File: config.mk
export PLATFORM = sky130hd
export DESIGN_NAME = bctm_top
export DESIGN_NICKNAME = d
export VERILOG_FILES = /design/src/bctm_pkg.sv /design/src/bctm_chan.sv /design/src/bctm_top.sv
export VERILOG_INCLUDE_DIRS = /design/src
export SDC_FILE = /design/constraint.sdc
export NUM_CORES = 1
export LEC_CHECK = 0
export ABC_AREA = 1
export BUFFER_PORTS_ARGS = -buffer_cell sky130_fd_sc_hd__buf_4
export CORE_ASPECT_RATIO = 1.5
export CORE_UTILIZATION = 53
export CTS_BUF_LIST = sky130_fd_sc_hd__clkbuf_4 sky130_fd_sc_hd__clkbuf_8
export CTS_CLUSTER_DIAMETER = 80
export DETAILED_ROUTE_END_ITERATION = 7
export GPL_TIMING_DRIVEN = 0
export PLACE_DENSITY = 0.73
export SETUP_SLACK_MARGIN = 0.15
export SLEW_MARGIN = 20
export SYNTH_ARGS = -nofsm -noshare
export SYNTH_HDL_FRONTEND = slang
export SYNTH_SLANG_ARGS = --single-unit
export TNS_END_PERCENT = 50
File: constraint.sdc
create_clock -name mclk -period 8.1 [get_ports mclk]
set_clock_uncertainty 0.1 [all_clocks]
set_input_delay 1.215 -clock mclk [delete_from_list [all_inputs] [get_ports mclk]]
set_output_delay 1.215 -clock mclk [all_outputs]
set_load 0.01 [all_outputs]
File: src/bctm_regs.svh
// register map, control-word fields and timing counts of the counter block
// assumes a 40 MHz mclk and word-spaced registers on a 32-bit bus
`ifndef BCTM_REGS_SVH
`define BCTM_REGS_SVH

// register indices; byte address is four times the index
`define BCTM_IDX_DAC_LAST 5'h0f
`define BCTM_IDX_REFCTL 5'h10
`define BCTM_IDX_IRQEN 5'h11
`define BCTM_IDX_DACRST 5'h13
`define BCTM_IDX_CNT0 5'h14
`define BCTM_IDX_CNT1 5'h15
`define BCTM_IDX_CNT2 5'h16
`define BCTM_IDX_CTRL 5'h17
`define BCTM_IDX_IRQCLR 5'h1e

// reference-control and interrupt-enable bits
`define BCTM_BIT_REF 6
`define BCTM_BIT_GATE_OFF 1
`define BCTM_BIT_IRQEN 1

// control word fields
`define BCTM_CW_SEL 7:6
`define BCTM_CW_ACC 5:4
`define BCTM_CW_MODE 3:1
`define BCTM_CW_BCD 0
`define BCTM_CW_M1 2
`define BCTM_CW_MLO 2:1
`define BCTM_RB_CNT_N 5
`define BCTM_RB_STA_N 4
`define BCTM_RB_C0 1
`define BCTM_SEL_READBACK 2'h3
`define BCTM_ACC_LATCH 2'h0
`define BCTM_ACC_LSB 2'h1
`define BCTM_ACC_MSB 2'h2
`define BCTM_ACC_WORD 2'h3

// operating modes
`define BCTM_MODE0 3'h0
`define BCTM_MODE1 3'h1
`define BCTM_MODE2 3'h2
`define BCTM_MODE3 3'h3
`define BCTM_MODE4 3'h4
`define BCTM_MODE5 3'h5

// clock rates and derived prescaler counts
`define BCTM_MCLK_KHZ 40000
`define BCTM_CNT0_KHZ 10000
`define BCTM_CASC_KHZ 2000
`define BCTM_DIV0 5'((`BCTM_MCLK_KHZ / `BCTM_CNT0_KHZ) - 1)
`define BCTM_DIVC 5'((`BCTM_MCLK_KHZ / `BCTM_CASC_KHZ) - 1)

// conversion strobe: strictly under 100 ns
`define BCTM_CONV_NS 100
// preload is the low time in cycles minus the load cycle itself
`define BCTM_CONV_CYC 2'((`BCTM_CONV_NS * `BCTM_MCLK_KHZ) / 1000000 - 2)

`endif

File: src/bctm_pkg.sv
// types shared by the counter block files
// assumes bctm_regs.svh supplies the numeric constants
package bctm_pkg;

  typedef enum logic [1:0] {
    BCTM_BUS_IDLE = 2'b01,
    BCTM_BUS_ACK = 2'b10
  } bctm_bus_t;

  typedef struct packed {
    logic [15:0] cr;
    logic [15:0] ce;
    logic [15:0] hold;
    logic [7:0] status;
    logic [2:0] mode;
    logic [1:0] acc;
    logic bcd;
    logic out;
    logic null_cnt;
    logic armed;
    logic load_pend;
    logic trig_pend;
    logic gate_prev;
    logic wr_msb;
    logic rd_msb;
    logic latched;
    logic status_pend;
  } bctm_chan_t;

  typedef struct packed {
    bctm_bus_t bus;
    logic waitreq;
    logic [31:0] rdata;
    logic ref_en;
    logic gate_off;
    logic irq_en;
    logic irq_pend;
    logic out0_prev;
    logic out1_prev;
    logic [4:0] pre0;
    logic [4:0] prec;
    logic conv_n;
    logic [1:0] conv_cnt;
    logic [2:0] dac_chan;
    logic [11:0] dac_val;
  } bctm_top_t;

endpackage : bctm_pkg

File: src/bctm_chan.sv
// one 16-bit presettable down-counter with six modes, latch and status
// assumes tick is a one-cycle count pulse and bus strobes are one cycle
`include "bctm_regs.svh"

module bctm_chan (
  input wire logic mclk,
  input wire logic reset,
  input wire logic tick,
  input wire logic gate,
  input wire logic cw_wr,
  input wire logic data_wr,
  input wire logic rd,
  input wire logic latch_cnt,
  input wire logic latch_sta,
  input wire logic [7:0] wdata,
  output logic out_level,
  output logic [7:0] rd_byte
);
  import bctm_pkg::*;

  bctm_chan_t s_r;
  bctm_chan_t s_nxt;
  logic go;
  logic done;
  logic [15:0] src;

  always_comb begin
    s_nxt = s_r;
    done = 1'b0;
    s_nxt.gate_prev = gate;
    if (gate && !s_r.gate_prev) begin
      s_nxt.trig_pend = 1'b1; // RULE14
    end
    if (s_r.mode == `BCTM_MODE1 || s_r.mode == `BCTM_MODE5) begin
      go = s_r.trig_pend;
    end else if (s_r.mode == `BCTM_MODE2 || s_r.mode == `BCTM_MODE3) begin
      go = s_r.load_pend || s_r.trig_pend;
    end else begin
      go = s_r.load_pend;
    end
    if (tick) begin
      if ((s_r.mode == `BCTM_MODE4 || s_r.mode == `BCTM_MODE5) && !s_r.out) begin
        s_nxt.out = 1'b1; // RULE12 RULE13
      end
      if (go) begin
        // odd square-wave count starts its high half one count longer
        s_nxt.ce = (s_r.mode == `BCTM_MODE3 && s_r.cr[0]) ?
                   s_r.cr + 16'h0001 : s_r.cr; // RULE10
        s_nxt.armed = 1'b1;
        s_nxt.null_cnt = 1'b0;
        s_nxt.load_pend = 1'b0;
        s_nxt.trig_pend = 1'b0;
        if (s_r.mode == `BCTM_MODE1) begin
          s_nxt.out = 1'b0; // RULE8
        end else if (s_r.mode != `BCTM_MODE0) begin
          s_nxt.out = 1'b1;
        end
      end else if (s_r.armed && (gate || s_r.mode == `BCTM_MODE1 ||
                                 s_r.mode == `BCTM_MODE5)) begin
        case (s_r.mode)
          `BCTM_MODE0: begin
            s_nxt.ce = s_r.ce - 16'h0001;
            if (s_r.ce == 16'h0001) begin
              s_nxt.out = 1'b1; // RULE7
            end
          end
          `BCTM_MODE1: begin
            s_nxt.ce = s_r.ce - 16'h0001;
            if (s_r.ce == 16'h0001) begin
              s_nxt.out = 1'b1; // RULE8
              s_nxt.armed = 1'b0;
            end
          end
          `BCTM_MODE2: begin
            if (s_r.ce == 16'h0001) begin
              s_nxt.ce = s_r.cr; // RULE9
              s_nxt.out = 1'b1;
            end else begin
              s_nxt.ce = s_r.ce - 16'h0001;
              if (s_r.ce == 16'h0002) begin
                s_nxt.out = 1'b0; // RULE9
              end
            end
          end
          `BCTM_MODE3: begin
            if (s_r.ce == 16'h0002) begin
              s_nxt.out = !s_r.out;
              if (!s_r.cr[0]) begin
                s_nxt.ce = s_r.cr; // RULE11
              end else if (s_r.out) begin
                s_nxt.ce = s_r.cr - 16'h0001; // RULE10
              end else begin
                s_nxt.ce = s_r.cr + 16'h0001; // RULE10
              end
            end else begin
              s_nxt.ce = s_r.ce - 16'h0002; // RULE11
            end
          end
          default: begin
            s_nxt.ce = s_r.ce - 16'h0001;
            if (s_r.ce == 16'h0001) begin
              s_nxt.out = 1'b0; // RULE12 RULE13
              s_nxt.armed = 1'b0;
            end
          end
        endcase
      end
    end
    // periodic modes park high while the gate is low
    if (!gate && (s_r.mode == `BCTM_MODE2 || s_r.mode == `BCTM_MODE3)) begin
      s_nxt.out = 1'b1; // RULE9
    end
    if (cw_wr) begin
      // modes 6 and 7 fold onto 2 and 3, so the top mode bit is ignored whenever mode bit 1 is set
      s_nxt.mode = wdata[`BCTM_CW_M1] ? {1'b0, wdata[`BCTM_CW_MLO]} :
                   wdata[`BCTM_CW_MODE];
      s_nxt.acc = wdata[`BCTM_CW_ACC];
      s_nxt.bcd = wdata[`BCTM_CW_BCD];
      s_nxt.out = (wdata[`BCTM_CW_MODE] != `BCTM_MODE0); // RULE7
      s_nxt.armed = 1'b0;
      s_nxt.null_cnt = 1'b1;
      s_nxt.load_pend = 1'b0;
      s_nxt.trig_pend = 1'b0;
      s_nxt.wr_msb = 1'b0;
      s_nxt.rd_msb = 1'b0;
      s_nxt.latched = 1'b0;
      s_nxt.status_pend = 1'b0;
    end
    if (latch_cnt && !s_r.latched) begin
      s_nxt.hold = s_r.ce; // RULE19 RULE20
      s_nxt.latched = 1'b1;
    end
    if (latch_sta && !s_r.status_pend) begin
      s_nxt.status = {s_r.out, s_r.null_cnt, s_r.acc, s_r.mode, s_r.bcd}; // RULE20
      s_nxt.status_pend = 1'b1;
    end
    if (data_wr) begin
      case (s_r.acc)
        `BCTM_ACC_LSB: begin
          s_nxt.cr = {8'h00, wdata};
          done = 1'b1;
        end
        `BCTM_ACC_MSB: begin
          s_nxt.cr = {wdata, 8'h00};
          done = 1'b1;
        end
        default: begin
          if (!s_r.wr_msb) begin
            s_nxt.cr[7:0] = wdata;
            s_nxt.wr_msb = 1'b1;
          end else begin
            s_nxt.cr[15:8] = wdata;
            s_nxt.wr_msb = 1'b0;
            done = 1'b1;
          end
        end
      endcase
      if (done) begin
        s_nxt.load_pend = 1'b1; // RULE1 RULE2
        s_nxt.null_cnt = 1'b1;
        if (s_r.mode == `BCTM_MODE0) begin
          s_nxt.out = 1'b0; // RULE7
        end
      end
    end
    if (rd) begin
      if (s_r.status_pend) begin
        s_nxt.status_pend = 1'b0; // RULE20
      end else if (s_r.acc != `BCTM_ACC_WORD || s_r.rd_msb) begin
        s_nxt.rd_msb = 1'b0;
        s_nxt.latched = 1'b0; // RULE19
      end else begin
        s_nxt.rd_msb = 1'b1;
      end
    end
  end

  always_comb begin
    src = s_r.latched ? s_r.hold : s_r.ce;
    if (s_r.status_pend) begin
      rd_byte = s_r.status;
    end else if (s_r.acc == `BCTM_ACC_MSB ||
                 (s_r.acc == `BCTM_ACC_WORD && s_r.rd_msb)) begin
      rd_byte = src[15:8];
    end else begin
      rd_byte = src[7:0];
    end
  end

  assign out_level = s_r.out;

  always_ff @(posedge mclk or posedge reset) begin
    if (reset) begin
      s_r <= '0;
      s_r.out <= 1'b1;
      // gates idle high, so no false trigger follows reset
      s_r.gate_prev <= 1'b1;
    end else begin
      s_r <= s_nxt;
    end
  end

endmodule : bctm_chan

File: src/bctm_top.sv
// board counter/timer block: three counters, dac write strobe, reg file
// assumes an Avalon-MM master with byte addresses, one register per word
//
// Behaviour
// RULE1: three separately programmable 16-bit presettable down-counters
// RULE2: binary divisor 2..65535 divides input clock
// RULE3: counter 0 runs at 10MHz, drives tick pin
// RULE4: bit 1 at 10h high stops counters 1,2; in modes 1 and 5 they keep counting
// RULE5: counters 1 and 2 chained, 32 bits, 2MHz
// RULE6: counter 0 output raises periodic tick interrupts
// RULE7: mode 0 load lowers output, high at zero
// RULE8: mode 1 retriggerable one-shot, low until zero
// RULE9: mode 2 one-period low pulse every N counts
// RULE10: mode 3 square wave, odd count high longer
// RULE11: mode 3 decrements by two each half-wave
// RULE12: mode 4 software strobe, gate low inhibits
// RULE13: mode 5 gate-triggered strobe, retriggerable
// RULE14: trigger is gate rising edge, tick counts
// RULE15: short low conversion strobe on each update
// RULE16: dac data writes take effect immediately
// RULE17: control byte selects counter, access, mode, bcd
// RULE18: counter data ports at 14, 15, 16
// RULE19: latch holds count until it is read
// RULE20: readback latches counts and status together
// RULE21: counter 0 gate held permanently enabled
`include "bctm_regs.svh"

module bctm_top (
  input wire logic mclk,
  input wire logic reset,
  input wire logic [6:0] avs_address,
  input wire logic avs_read,
  input wire logic avs_write,
  input wire logic [31:0] avs_writedata,
  output logic [31:0] avs_readdata,
  output logic avs_waitrequest,
  output logic tick_out,
  output logic cascade_out,
  output logic irq,
  output logic conv_strobe_n,
  output logic ref_enable,
  output logic [2:0] dac_chan,
  output logic [11:0] dac_value
);
  import bctm_pkg::*;

  bctm_top_t s_r;
  bctm_top_t s_nxt;
  logic [4:0] idx;
  logic done;
  logic [7:0] wbyte;
  logic [2:0] out;
  logic [2:0] tick;
  logic [2:0] gate;
  logic [7:0] rd_byte [3];
  logic [2:0] cw_wr;
  logic [2:0] data_wr;
  logic [2:0] rd;
  logic [2:0] latch_cnt;
  logic [2:0] latch_sta;
  logic readback;

  assign idx = avs_address[6:2];
  assign wbyte = avs_writedata[7:0];
  // the access completes on the edge that sees waitrequest low
  assign done = (s_r.bus == BCTM_BUS_ACK);
  assign readback = (wbyte[`BCTM_CW_SEL] == `BCTM_SEL_READBACK);

  assign tick[0] = (s_r.pre0 == `BCTM_DIV0); // RULE3
  assign tick[1] = (s_r.prec == `BCTM_DIVC); // RULE5
  // the upper half counts once per rising edge of the lower half's output
  assign tick[2] = out[1] && !s_r.out1_prev; // RULE5
  assign gate[0] = 1'b1; // RULE21
  assign gate[1] = !s_r.gate_off; // RULE4
  assign gate[2] = !s_r.gate_off; // RULE4

  always_comb begin
    for (int i = 0; i < 3; i++) begin
      cw_wr[i] = 1'b0;
      data_wr[i] = 1'b0;
      rd[i] = 1'b0;
      latch_cnt[i] = 1'b0;
      latch_sta[i] = 1'b0;
    end
    if (done && avs_write && idx == `BCTM_IDX_CTRL) begin
      for (int i = 0; i < 3; i++) begin
        if (readback) begin
          latch_cnt[i] = wbyte[`BCTM_RB_C0 + i] &&
                         !wbyte[`BCTM_RB_CNT_N]; // RULE20
          latch_sta[i] = wbyte[`BCTM_RB_C0 + i] &&
                         !wbyte[`BCTM_RB_STA_N]; // RULE20
        end else if (wbyte[`BCTM_CW_SEL] == 2'(i)) begin
          latch_cnt[i] = (wbyte[`BCTM_CW_ACC] == `BCTM_ACC_LATCH); // RULE19
          cw_wr[i] = (wbyte[`BCTM_CW_ACC] != `BCTM_ACC_LATCH); // RULE17
        end
      end
    end
    for (int i = 0; i < 3; i++) begin
      if (done && idx == `BCTM_IDX_CNT0 + 5'(i)) begin
        data_wr[i] = avs_write; // RULE18
        rd[i] = avs_read; // RULE18
      end
    end
  end

  for (genvar g = 0; g < 3; g++) begin : g_chan
    bctm_chan u_chan (
      .mclk(mclk),
      .reset(reset),
      .tick(tick[g]),
      .gate(gate[g]),
      .cw_wr(cw_wr[g]),
      .data_wr(data_wr[g]),
      .rd(rd[g]),
      .latch_cnt(latch_cnt[g]),
      .latch_sta(latch_sta[g]),
      .wdata(wbyte),
      .out_level(out[g]),
      .rd_byte(rd_byte[g])
    );
  end

  always_comb begin
    s_nxt = s_r;
    s_nxt.out0_prev = out[0];
    s_nxt.out1_prev = out[1];
    s_nxt.pre0 = tick[0] ? 5'h00 : s_r.pre0 + 5'h01;
    s_nxt.prec = tick[1] ? 5'h00 : s_r.prec + 5'h01;

    // strobe: low for a fixed number of cycles, kept under 100 ns
    if (!s_r.conv_n) begin
      if (s_r.conv_cnt == 2'h0) begin
        s_nxt.conv_n = 1'b1;
      end else begin
        s_nxt.conv_n = 1'b0;
        s_nxt.conv_cnt = s_r.conv_cnt - 2'h1;
      end
    end

    // bus handshake: one wait cycle, then the answer
    case (s_r.bus)
      BCTM_BUS_IDLE: begin
        if (avs_read || avs_write) begin
          s_nxt.bus = BCTM_BUS_ACK;
          s_nxt.waitreq = 1'b0;
          s_nxt.rdata = 32'h0000_0000;
          if (avs_read) begin
            if (idx == `BCTM_IDX_REFCTL) begin
              s_nxt.rdata[`BCTM_BIT_REF] = s_r.ref_en;
              s_nxt.rdata[`BCTM_BIT_GATE_OFF] = s_r.gate_off;
            end else if (idx == `BCTM_IDX_IRQEN) begin
              s_nxt.rdata[`BCTM_BIT_IRQEN] = s_r.irq_en;
            end else if (idx == `BCTM_IDX_CNT0) begin
              s_nxt.rdata[7:0] = rd_byte[0];
            end else if (idx == `BCTM_IDX_CNT1) begin
              s_nxt.rdata[7:0] = rd_byte[1];
            end else if (idx == `BCTM_IDX_CNT2) begin
              s_nxt.rdata[7:0] = rd_byte[2];
            end
          end
        end
      end
      BCTM_BUS_ACK: begin
        s_nxt.bus = BCTM_BUS_IDLE;
        s_nxt.waitreq = 1'b1;
      end
      default: begin
        s_nxt.bus = BCTM_BUS_IDLE;
        s_nxt.waitreq = 1'b1;
      end
    endcase

    if (done && avs_write) begin
      if (idx <= `BCTM_IDX_DAC_LAST) begin
        s_nxt.dac_chan = idx[3:1]; // RULE16
        if (idx[0]) begin
          s_nxt.dac_val[11:8] = avs_writedata[3:0];
        end else begin
          s_nxt.dac_val = avs_writedata[11:0];
        end
        s_nxt.conv_n = 1'b0; // RULE15
        s_nxt.conv_cnt = `BCTM_CONV_CYC;
      end else if (idx == `BCTM_IDX_REFCTL) begin
        s_nxt.ref_en = avs_writedata[`BCTM_BIT_REF];
        s_nxt.gate_off = avs_writedata[`BCTM_BIT_GATE_OFF]; // RULE4
      end else if (idx == `BCTM_IDX_IRQEN) begin
        s_nxt.irq_en = avs_writedata[`BCTM_BIT_IRQEN];
      end else if (idx == `BCTM_IDX_DACRST) begin
        s_nxt.dac_val = 12'h000;
        s_nxt.conv_n = 1'b0; // RULE15
        s_nxt.conv_cnt = `BCTM_CONV_CYC;
      end else if (idx == `BCTM_IDX_IRQCLR) begin
        s_nxt.irq_pend = 1'b0;
      end
    end

    // a falling edge of counter 0 in the clear cycle still sets the flag
    if (s_r.irq_en && s_r.out0_prev && !out[0]) begin
      s_nxt.irq_pend = 1'b1; // RULE6
    end
  end

  always_ff @(posedge mclk or posedge reset) begin
    if (reset) begin
      s_r <= '0;
      s_r.bus <= BCTM_BUS_IDLE;
      s_r.waitreq <= 1'b1;
      s_r.conv_n <= 1'b1;
      s_r.out0_prev <= 1'b1;
      s_r.out1_prev <= 1'b1;
    end else begin
      s_r <= s_nxt;
    end
  end

  assign avs_readdata = s_r.rdata;
  assign avs_waitrequest = s_r.waitreq;
  assign tick_out = out[0]; // RULE3
  assign cascade_out = out[2];
  assign irq = s_r.irq_pend;
  assign conv_strobe_n = s_r.conv_n;
  assign ref_enable = s_r.ref_en;
  assign dac_chan = s_r.dac_chan;
  assign dac_value = s_r.dac_val;

endmodule : bctm_top

==> results of run 1 <==
power by group:
group / switching [mW] / internal [mW]
logic: 1.01 / 0.535
clock network: 0.595 / 0.788
registers: 0.170 / 1.45
total: 1.78 / 2.77
state kept, by name (all words and copies together) (netlist names), 3 cells and up:
| register | flops |
|---|---|
| dac_chan | 3 |
| s_r | 18 |
| dac_value | 12 |
| g_chan.u_chan.s_r | 210 |
| avs_readdata | 8 |
| g_chan.u_chan.out_level | 3 |
worst paths after layout:
path                                                            from                                   end  cells past startpoint
worst min-delay path            g_chan[0].u_chan.out_level$_DFF_PP1_                     s_r[29]$_DFF_PP1_                      0
worst max register to register  g_chan[2].u_chan.s_r[42]$_DFFE_PP0P_  g_chan[2].u_chan.s_r[53]$_DFFE_PP0P_                     11
worst min register to register  g_chan[0].u_chan.out_level$_DFF_PP1_                     s_r[29]$_DFF_PP1_                      0
max in group asynchronous                                      reset  g_chan[2].u_chan.out_level$_DFF_PP1_                      6
min in group asynchronous                                      reset  g_chan[0].u_chan.s_r[32]$_DFFE_PP0P_                      2
worst max-delay path            g_chan[2].u_chan.s_r[42]$_DFFE_PP0P_  g_chan[2].u_chan.s_r[53]$_DFFE_PP0P_                     11
kinds of logic (layout without fill, tap and decap cells):
family	after synthesis	in the layout
AOI/OAI and AO/OA	654	654
and+or+nand+nor	1303	1303
buffers and inverters	473	606
adders and majority gates	32	32
xor gates and xnor gates	94	94
muxes	9	9
DFF	257	257
other	1	27
through the flow:
stage	setup slack (ps)	hold slack, ps
4_1_cts	5010	306
5_1_grt	4630	309
3_5_place_dp	4610	273
6_report	4730	308
3_3_place_gp	1740	270
2_1_floorplan	3410	265
cell usage after synthesis (all sizes together) (11+ instances only):
library cell  number
a31oi             11
or2               13
a21oi            211
clkbuf            55
nand3            227
nand4             27
ha                32
nand2            684
o22ai             12
nor3              28
o211ai            52
dfrtp            249
buf              124
clkinv            11
o21ai            329
inv              283
xor2              85
nor2             318
cells in the final DEF, fill, tap and decap left out, types with 28 or more instances in the layout:
cell type	instances
a21oi_1	204
buf_2	59
buf_4	98
clkbuf_1	49
clkbuf_8	56
dfrtp_1	249
ha_1	32
inv_1	251
inv_2	31
nand2_1	671
nand3_1	219
nor2_1	284
o211ai_1	52
o21ai_0	299
o21ai_1	28
xor2_1	85
per-layer routing:
layer  global-route usage (%)  up-vias  wire length, um
li1                         -     9457                -
met1                     42.1     9546            25100
met2                     68.3      917            36700
met3                     8.45      352             4730
met4                     33.8        4             6570
met5                        0        -               27
critical path, stage by stage, from the launching register on:
cell and delay, ps:
dfrtp_1 470, inv_1 410, ha_1 340, nand3_2 160, nor2_2 230, a21oi_1 90, o21ai_0 790, inv_1 110
nand2_1 100, nand2_1 50, nand2_1 290, nand2_1 90
cell type report:
| type | instances | share of cell area [%] |
|---|---|---|
| inverters | 294 | 5.17 |
| clock buffers | 71 | 4.13 |
| well taps | 478 | 2.79 |
| repair buffers | 54 | 2.45 |
| diodes | 3 | 0.0351 |
| flip-flops and latches | 257 | 30.1 |
| plain buffers | 179 | 4.64 |
| multi-input cells | 2116 | 50.1 |
| clock inverters | 8 | 0.596 |
==> results.sh, run 1 <==
export IMPL_status="finished with violations"
export IMPL_violations="DRC"
export IMPL_powerDensity_nw_per_um2=213
export IMPL_reg2reg_slack_ps=4730
export IMPL_async_flop_share_pct=100
export IMPL_cts_max_level=2
export IMPL_core_area_um2=35700
export IMPL_syn_area_um2=19200
export IMPL_cts_tree="done"
export IMPL_root_buffer="clkbuf_8"
export IMPL_die_y_um=235
export IMPL_slew_headroom_pct=33.4
export IMPL_grt_pass1_wl_um=112000
export IMPL_synthMuxAreaShare_pct=0.489
export IMPL_timing_fmax_mhz=297
export IMPL_endpoint_kind="flip-flop"
export IMPL_yosysTopAreaCellShare_pct=32.5
export IMPL_grt_usage_pct=40.3
export IMPL_synth_fa_ha_area_share_pct=2.09
export IMPL_num_fill_cells=3509
export IMPL_area_delta_synth_final_pct=11.6
export IMPL_crit_fanout=5
export IMPL_gp_congestion=1.00
export IMPL_die_area_um2=37000
export IMPL_synth_compound_area_share_pct=18.7
export IMPL_clock_path_buffers=3
export IMPL_drtIter0Drc=1880
export IMPL_ir_worst_vdd_mv=0.177
export IMPL_overflow=0
export IMPL_ctsHoldBuffers=0
export IMPL_cts_setup_buffers=0
export IMPL_synthFlopType="dfrtp_1"
export IMPL_final_nets=3020
export IMPL_numCtsBuffers=43
export IMPL_port_buffers=44
export IMPL_wl_per_cell_um=21.1
export IMPL_synth_warnings=0
export IMPL_path_clk_slew_ps=70
export IMPL_layout_cells_non_filler=3460
export IMPL_synth_edff_count=0
export IMPL_cts_num_sinks=257
export IMPL_detail_route_antenna_nets=0
export IMPL_dpl_hpwl_um=55200
export IMPL_start_kind="flip-flop"
export IMPL_fin_crit_ps=3370
export IMPL_ys_seq_area_share_pct=33.6
export IMPL_hold_path_class="reg -> reg"
export IMPL_io_pins=96
export IMPL_dp_cells=3377
export IMPL_cts_resized=0
export IMPL_synth_area_top_cells="dfrtp_1 32%, nand2_1 13%, o21ai_0 7.8%, nand3_1 5.7%, nor2_1 5.6%"
export IMPL_synthXorXnorAreaFrac_pct=4.29
export IMPL_ys_ff_latch=257
export IMPL_rows=85
export IMPL_synth_top_area_cell="dfrtp_1"
export IMPL_required_ps=8480
export IMPL_worstMarginPinSlew_ps=989
export IMPL_p_leak_nw=10.4
export IMPL_setup_viol=0
export IMPL_fin_util_pct=59.9
export IMPL_synthCells=2823
export IMPL_synth_top_family_by_area="simple AND/OR/NAND/NOR gates"
export IMPL_drtPass1Iterations=8
export IMPL_slew_violations=0
export IMPL_hold_violations=0
export IMPL_power_mw=4.55
export IMPL_vias=20276
export IMPL_multiInputGateArea_um2=10700
export IMPL_rsz0062_at_grt="false"
export IMPL_final_layout_size_suffix_gt1_share_pct=13.1
export IMPL_postPlaceCellArea_um2=20400
export IMPL_grt_max_degree=36
export IMPL_seq_area_um2=6440
export IMPL_yosysUniqueCellTypes=64
export IMPL_drc=2
export IMPL_fin_setup_tns_ps=0
export IMPL_routed_wl_um=73100
export IMPL_insertion_delay_ps=620
export IMPL_antenna_found_initial=4
export IMPL_start_util_pct=53.7
export IMPL_crit_type="reg -> reg"
export IMPL_fin_area_um2=21400
export IMPL_post_synth_cell_area_avg_um2=6.79
export IMPL_period_share_pct=41.6
export IMPL_die_x_um=157
export IMPL_cp_arrival_ps=3750
export IMPL_yosys_area_share_simple_pct=29.8
export IMPL_drv_cap=0
export IMPL_grt_pass1_vias=19539
export IMPL_via_per_inst=5.86
Power figures use the tool's default switching activity.
==> inputs of run 2 (changes only) <==
- ABC_AREA: 1 -> 0
- PLACE_DENSITY: 0.73 -> 0.71
- clock period: 8.1 -> 3.45 ns (I/O delays scaled with it)
==> run 2 against run 1 <==
  * The run still ends with DRC left
  * Die area is 5.8% lower
  * Sequential power is 130% higher
  * Critical path depth is 4 lower
  * Global-route usage is 4.8 points lower
  * Final area is 5.7% lower
  * Final cell count is 24% lower
  * First-iteration DRC count is 31% lower
  * Clock power is 120% higher
  * Sequential share of layout area is 1.8 points higher
  * Synthesized cell count is 27% lower
==> results.sh, run 2 <==
export IMPL_layout_common_cells="291 x nand2_1, 249 x dfrtp_1, 120 x o21ai_0, 115 x clkbuf_1, 101 x buf_4"
export IMPL_wl_per_cell_um=23.1
export IMPL_synth_area_top_cells="dfrtp_1 35%, nand2_1 6.1%, xnor2_1 4.4%, mux2_2 4.4%, o21ai_0 3.3%"
export IMPL_final_common_cell="nand2_1"
export IMPL_whs_path_depth=3
export IMPL_synthCells=2055
export IMPL_cts_num_sinks=257
export IMPL_violations="DRC"
export IMPL_path_clk_slew_ps=70
export IMPL_clock_path_buffers=3
export IMPL_post_synth_cell_area_avg_um2=8.78
export IMPL_pwr_share_comb_pct=37.1
export IMPL_hold_violations=0
export IMPL_numCtsBuffers=42
export IMPL_vias=16680
export IMPL_synth_warnings=0
export IMPL_grt_pass1_wl_um=95500
export IMPL_grt_max_degree=35
export IMPL_synth_top_area_cell="dfrtp_1"
export IMPL_syn_area_um2=18000
export IMPL_ir_worst_vdd_mv=0.401
export IMPL_worstMarginPinSlew_ps=1150
export IMPL_antenna_found_initial=2
export IMPL_synth_edff_count=0
export IMPL_status="finished with violations"
export IMPL_drv_cap=0
export IMPL_cts_setup_buffers=0
export IMPL_synth_top_family_by_area="simple AND/OR/NAND/NOR gates"
export IMPL_rows=82
export IMPL_cp_arrival_ps=3540
export IMPL_period_share_pct=92.3
export IMPL_timing_fmax_mhz=314
export IMPL_endpoint_kind="flip-flop"
export IMPL_slew_violations=0
export IMPL_synth_most_common_cell="nand2_1"
export IMPL_setup_viol=0
export IMPL_routed_wl_um=61000
export IMPL_dpl_hpwl_um=46000
export IMPL_synthMuxAreaShare_pct=9.09
export IMPL_final_nets=2255
export IMPL_overflow=0
export IMPL_ys_ff_latch=257
export IMPL_pwr_share_seq_pct=34.7
export IMPL_detail_route_antenna_nets=0
export IMPL_insertion_delay_ps=590
export IMPL_start_util_pct=54.0
export IMPL_p_sw_mw=4.04
export IMPL_cts_max_level=2
export IMPL_reg2reg_depth=7
export IMPL_slew_headroom_pct=23.0
export IMPL_p_int_mw=6.77
export IMPL_ys_seq_area_share_pct=35.7
export IMPL_required_ps=3800
export IMPL_yosysTopAreaCellShare_pct=34.5
export IMPL_drtPass1Iterations=7
export IMPL_port_buffers=48
export IMPL_drc=1
export IMPL_start_kind="flip-flop"
export IMPL_rsz0062_at_grt="true"
export IMPL_gp_congestion=0.970
export IMPL_die_area_um2=34800
export IMPL_fin_setup_tns_ps=0
export IMPL_regMostFlops="g_chan.u_chan.s_r"
export IMPL_drtIter0Drc=1288
export IMPL_power_mw=10.8
export IMPL_synth_fa_ha_area_share_pct=2.22
export IMPL_synthFlopType="dfrtp_1"
export IMPL_root_buffer="clkbuf_8"
export IMPL_async_flop_share_pct=100
export IMPL_synthXorXnorAreaFrac_pct=6.50
export IMPL_hold_path_class="in -> reg"
export IMPL_grt_usage_pct=35.4
export IMPL_p_clk_share_pct=28.2
export IMPL_fin_crit_ps=3180
export IMPL_crit_type="reg -> reg"
export IMPL_yosys_area_share_simple_pct=22.6
export IMPL_crit_fanout=9
export IMPL_core_area_um2=33400
export IMPL_largest_register_ffs=210
export IMPL_die_y_um=228
export IMPL_die_x_um=153
export IMPL_io_pins=96
export IMPL_via_per_inst=6.33
export IMPL_yosysUniqueCellTypes=93
export IMPL_grt_pass1_vias=16625
export IMPL_yosys_top_cells_count="291 x nand2_1, 249 x dfrtp_1, 120 x o21ai_0"
export IMPL_final_layout_size_suffix_gt1_share_pct=17.9
export IMPL_synth_compound_area_share_pct=16.5
export IMPL_cts_tree="done"
export IMPL_num_fill_cells=3037
export IMPL_p_leak_nw=8.53
export IMPL_area_delta_synth_final_pct=11.9
export IMPL_powerDensity_nw_per_um2=535
export IMPL_switching_share_pct=37.4
run 2: logic make-up (layout without fill, tap and decap cells):
group	count (synthesis)	count (layout)
compound gates	457	457
xor+xnor	134	134
fa+ha+maj	32	32
buf+inv	278	412
flops	257	257
mux	125	125
other cells	1	26
simple gates	771	771
run 2: per-stage QoR:
stage,area (um^2),std cells,setup slack (ps),hold WS [ps],utilization (%)
5_1_grt,20200,2634,149,87.3,60.4
6_report,20200,2634,265,94.3,60.4
3_3_place_gp,19000,2546,-2220,253,56.9
4_1_cts,20200,2632,287,67.0,60.3
3_5_place_dp,19200,2555,329,256,57.5
2_1_floorplan,18100,2078,-547,252,-
run 2: worst max-delay path, cell delays in order, from the launching register on:
cell,delay [ps]
dfstp_2,530
buf_2,230
nor2b_1,550
o211ai_1,250
nor3_2,670
o21ai_0,390
a21oi_1,240
a31oi_1,100
run 2: cell type report:
cell class              instances  area (um^2)  share of cell area (%)
diodes                          2         5.00                  0.0248
plain buffers                 228         1130                    5.62
clock buffers                  60          757                    3.75
clock inverters                16          183                   0.905
inverters                      50          191                   0.948
multi-input cells            1543        10400                    51.5
flip-flops and latches        257         6440                    31.9
well taps                     420          526                    2.60
repair buffers                 58          558                    2.76
run 2: path summary, 6_finish.rpt:
path / from / slack [ps] / endpoint
min in group asynchronous: reset / 370 / g_chan[2].u_chan.s_r[42]$_DFFE_PP0P_
max in group asynchronous: reset / 1400 / conv_strobe_n$_DFF_PP1_
hold / removal: avs_address[5] / 90 / dac_chan[2]$_DFFE_PP0P_
hold reg to reg: g_chan[1].u_chan.out_level$_DFF_PP1_ / 270 / s_r[28]$_DFF_PP1_
setup reg to reg: g_chan[1].u_chan.out_level$_DFF_PP1_ / 270 / g_chan[2].u_chan.s_r[48]$_DFFE_PP0P_
setup / recovery: g_chan[1].u_chan.out_level$_DFF_PP1_ / 270 / g_chan[2].u_chan.s_r[48]$_DFFE_PP0P_
run 2: layer usage:
layer	GRT usage (%)	routed length [um]	share of wire, %
met1	39.9	22100	36
met2	61.0	30500	50
met3	5.30	3600	5.9
met4	26.0	4780	7.8
met5	0	0	0
run 2: power groups by stage:
stage | combinational, mW | clock, mW | sequential (mW)
6_report | 4.01 | 3.05 | 3.75
5_1_grt | 4.32 | 3.23 | 3.79
4_1_cts | 3.94 | 3.09 | 3.74
3_5_place_dp | 3.92 | 0 | 3.80
3_3_place_gp | 3.86 | 0 | 3.78
2_1_floorplan | 2.76 | 0 | 3.69
run 2: what timing repair did:
item,in CTS,in global routing
setup endpoints to repair,0,3
hold endpoints to repair,10,0
resized for setup,0,3
hold buffers,1,0
==> inputs of run 3 (changes only) <==
- BUFFER_PORTS_ARGS: -buffer_cell sky130_fd_sc_hd__buf_4 -> -buffer_cell sky130_fd_sc_hd__buf_2
==> run 3 against run 2 <==
  * The flow still finishes with violations (DRC)
  * Count of clock-buffer cells in the layout is 3 higher
  * Via count grew 0.64%
  * Final cell count is 0.30% higher
  * Global-route usage increased by 0.42 points
  * Sequential share of layout area is essentially flat
  * Clock power up 8.5%
  * Critical path depth up 3
  * Wire length increased by 1.4%
  * Final area hardly changed
  * Critical endpoint is now g_chan[2].u_chan.s_r[53]$_DFFE_PP0P_
  * Largest cell class unchanged
  * Largest power group unchanged
==> results.sh, run 3 (same netlist as run 2, synthesis figures left out) <==
export IMPL_status="finished with violations"
export IMPL_violations="DRC"
export IMPL_antenna_found_initial=1
export IMPL_rows=82
export IMPL_drv_cap=0
export IMPL_core_area_um2=33400
export IMPL_required_ps=3810
export IMPL_routed_wl_um=61800
export IMPL_start_util_pct=54.0
export IMPL_crit_fanout=8
export IMPL_slew_headroom_pct=15.8
export IMPL_drtPass1Iterations=8
export IMPL_grt_pass1_wl_um=96400
export IMPL_die_x_um=153
export IMPL_hold_violations=0
export IMPL_powerDensity_nw_per_um2=545
export IMPL_start_kind="flip-flop"
export IMPL_setup_viol=0
export IMPL_port_buffers=48
export IMPL_root_buffer="clkbuf_8"
export IMPL_grt_max_degree=36
export IMPL_dp_cells=2556
export IMPL_largest_register_ffs=210
export IMPL_final_common_cell="nand2_1"
export IMPL_numCtsBuffers=43
export IMPL_final_layout_size_suffix_gt1_share_pct=18.2
export IMPL_dpl_hpwl_um=46700
export IMPL_grt_pass1_vias=16650
export IMPL_die_y_um=228
export IMPL_detail_route_antenna_nets=0
export IMPL_crit_type="reg -> reg"
export IMPL_whs_ps=102
export IMPL_path_clk_slew_ps=60
export IMPL_die_area_um2=34800
export IMPL_overflow=0
export IMPL_grt_usage_pct=35.9
export IMPL_rsz0062_at_grt="false"
export IMPL_p_leak_nw=8.56
export IMPL_cp_arrival_ps=3530
export IMPL_gp_congestion=0.994
export IMPL_drc=2
export IMPL_regMostFlops="g_chan.u_chan.s_r"
export IMPL_vias=16787
export IMPL_io_pins=96
export IMPL_cts_max_level=2
export IMPL_max_stage_delay_ps=450
export IMPL_timing_fmax_mhz=316
export IMPL_cp_cell_sequence="clkbuf_1, inv_1, ha_1, or4b_1, clkbuf_1, nor4_1, xnor2_1, nor2_1, a211oi_1, a31oi_1"
export IMPL_ir_worst_vdd_mv=0.451
export IMPL_slew_violations=0
export IMPL_drtIter0Drc=1258
export IMPL_insertion_delay_ps=610
export IMPL_layout_common_cells="291 x nand2_1, 249 x dfrtp_1, 119 x o21ai_0, 114 x clkbuf_1, 96 x nand3_1"
export IMPL_worstMarginPinSlew_ps=1260
export IMPL_wl_per_cell_um=23.4
export IMPL_final_nets=2259
export IMPL_crit_top_cell="clkbuf_1"
export IMPL_area_delta_synth_final_pct=12.0
export IMPL_layout_cells_non_filler=2642
export IMPL_via_per_inst=6.35
export IMPL_period_share_pct=91.8
export IMPL_cts_num_sinks=257
export IMPL_cts_tree="done"
export IMPL_fin_crit_ps=3170
export IMPL_endpoint_kind="flip-flop"
export IMPL_fin_util_pct=60.4
export IMPL_crit_slowest_cell="or4b_1"
export IMPL_clock_path_buffers=3
export IMPL_hold_path_class="in -> reg"
## run 3: final cells by class
cell class,count,area (um^2)
Fill cell,3044,13200
Tap cell,420,526
Antenna cell,3,7.51
Clock inverter,17,253
Timing Repair Buffer,61,465
Inverter,50,191
Multi-Input combinational cell,1543,10400
Buffer,228,1140
Clock buffer,63,786
Sequential cell,257,6440
## run 3: worst max-delay path, delay by kind of cell (launching register included)
kind | cells | cell delay [ps]
buffers and inverters | 3 | 930
AND/OR/NAND/NOR | 3 | 790
AO/OA/AOI/OAI | 2 | 390
flip-flops | 1 | 350
adder cells (fa/ha/maj) | 1 | 330
XOR/XNOR | 1 | 160
## run 3: power by group
part	internal, mW	switching [mW]
sequential	3.43	0.319
clock	1.93	1.38
combinational	1.56	2.40
## run 3: through the flow
step                total power [mW]  cell area, um^2  setup WS, ps  setup TNS (ps)
finish                          11.0            20200           284               0
global route                    11.5            20200           164               0
CTS                             11.0            20200           188               0
detailed placement              7.67            19100           139               0
global placement                7.59            18900         -2250         -556530
floorplan                       6.45            18100          -547         -136100
## run 3: final timing paths
path / from / depth (start not counted) / slack [ps] / to
max: g_chan[2].u_chan.s_r[42]$_DFFE_PP0P_ / 10 / 280 / g_chan[2].u_chan.s_r[53]$_DFFE_PP0P_
min reg2reg: g_chan[1].u_chan.out_level$_DFF_PP1_ / 0 / 260 / s_r[28]$_DFF_PP1_
min: avs_address[5] / 3 / 100 / dac_chan[2]$_DFFE_PP0P_
max reg2reg: g_chan[2].u_chan.s_r[42]$_DFFE_PP0P_ / 10 / 280 / g_chan[2].u_chan.s_r[53]$_DFFE_PP0P_
min in group asynchronous: reset / 3 / 300 / g_chan[2].u_chan.s_r[43]$_DFFE_PP0P_
max in group asynchronous: reset / 9 / 1400 / s_r[29]$_DFF_PP1_
## run 3: routing by layer
| layer | vias up | GRT usage, % | part of all wire (%) |
|---|---|---|---|
| met3 | 247 | 5.13 | 5.6 |
| met5 | - | 0 | 0 |
| met4 | 0 | 23.8 | 7.1 |
| li1 | 7641 | - | - |
| met2 | 658 | 64.4 | 52 |
| met1 | 8241 | 39.1 | 36 |
## run 3: timing repair
action                                 CTS  global route
hold buffers                             1             0
setup endpoints to repair                1             8
resized for setup                        0             3
buffers inserted                         0             2
endpoints found under the hold margin   59             0
pin swaps                                1             1
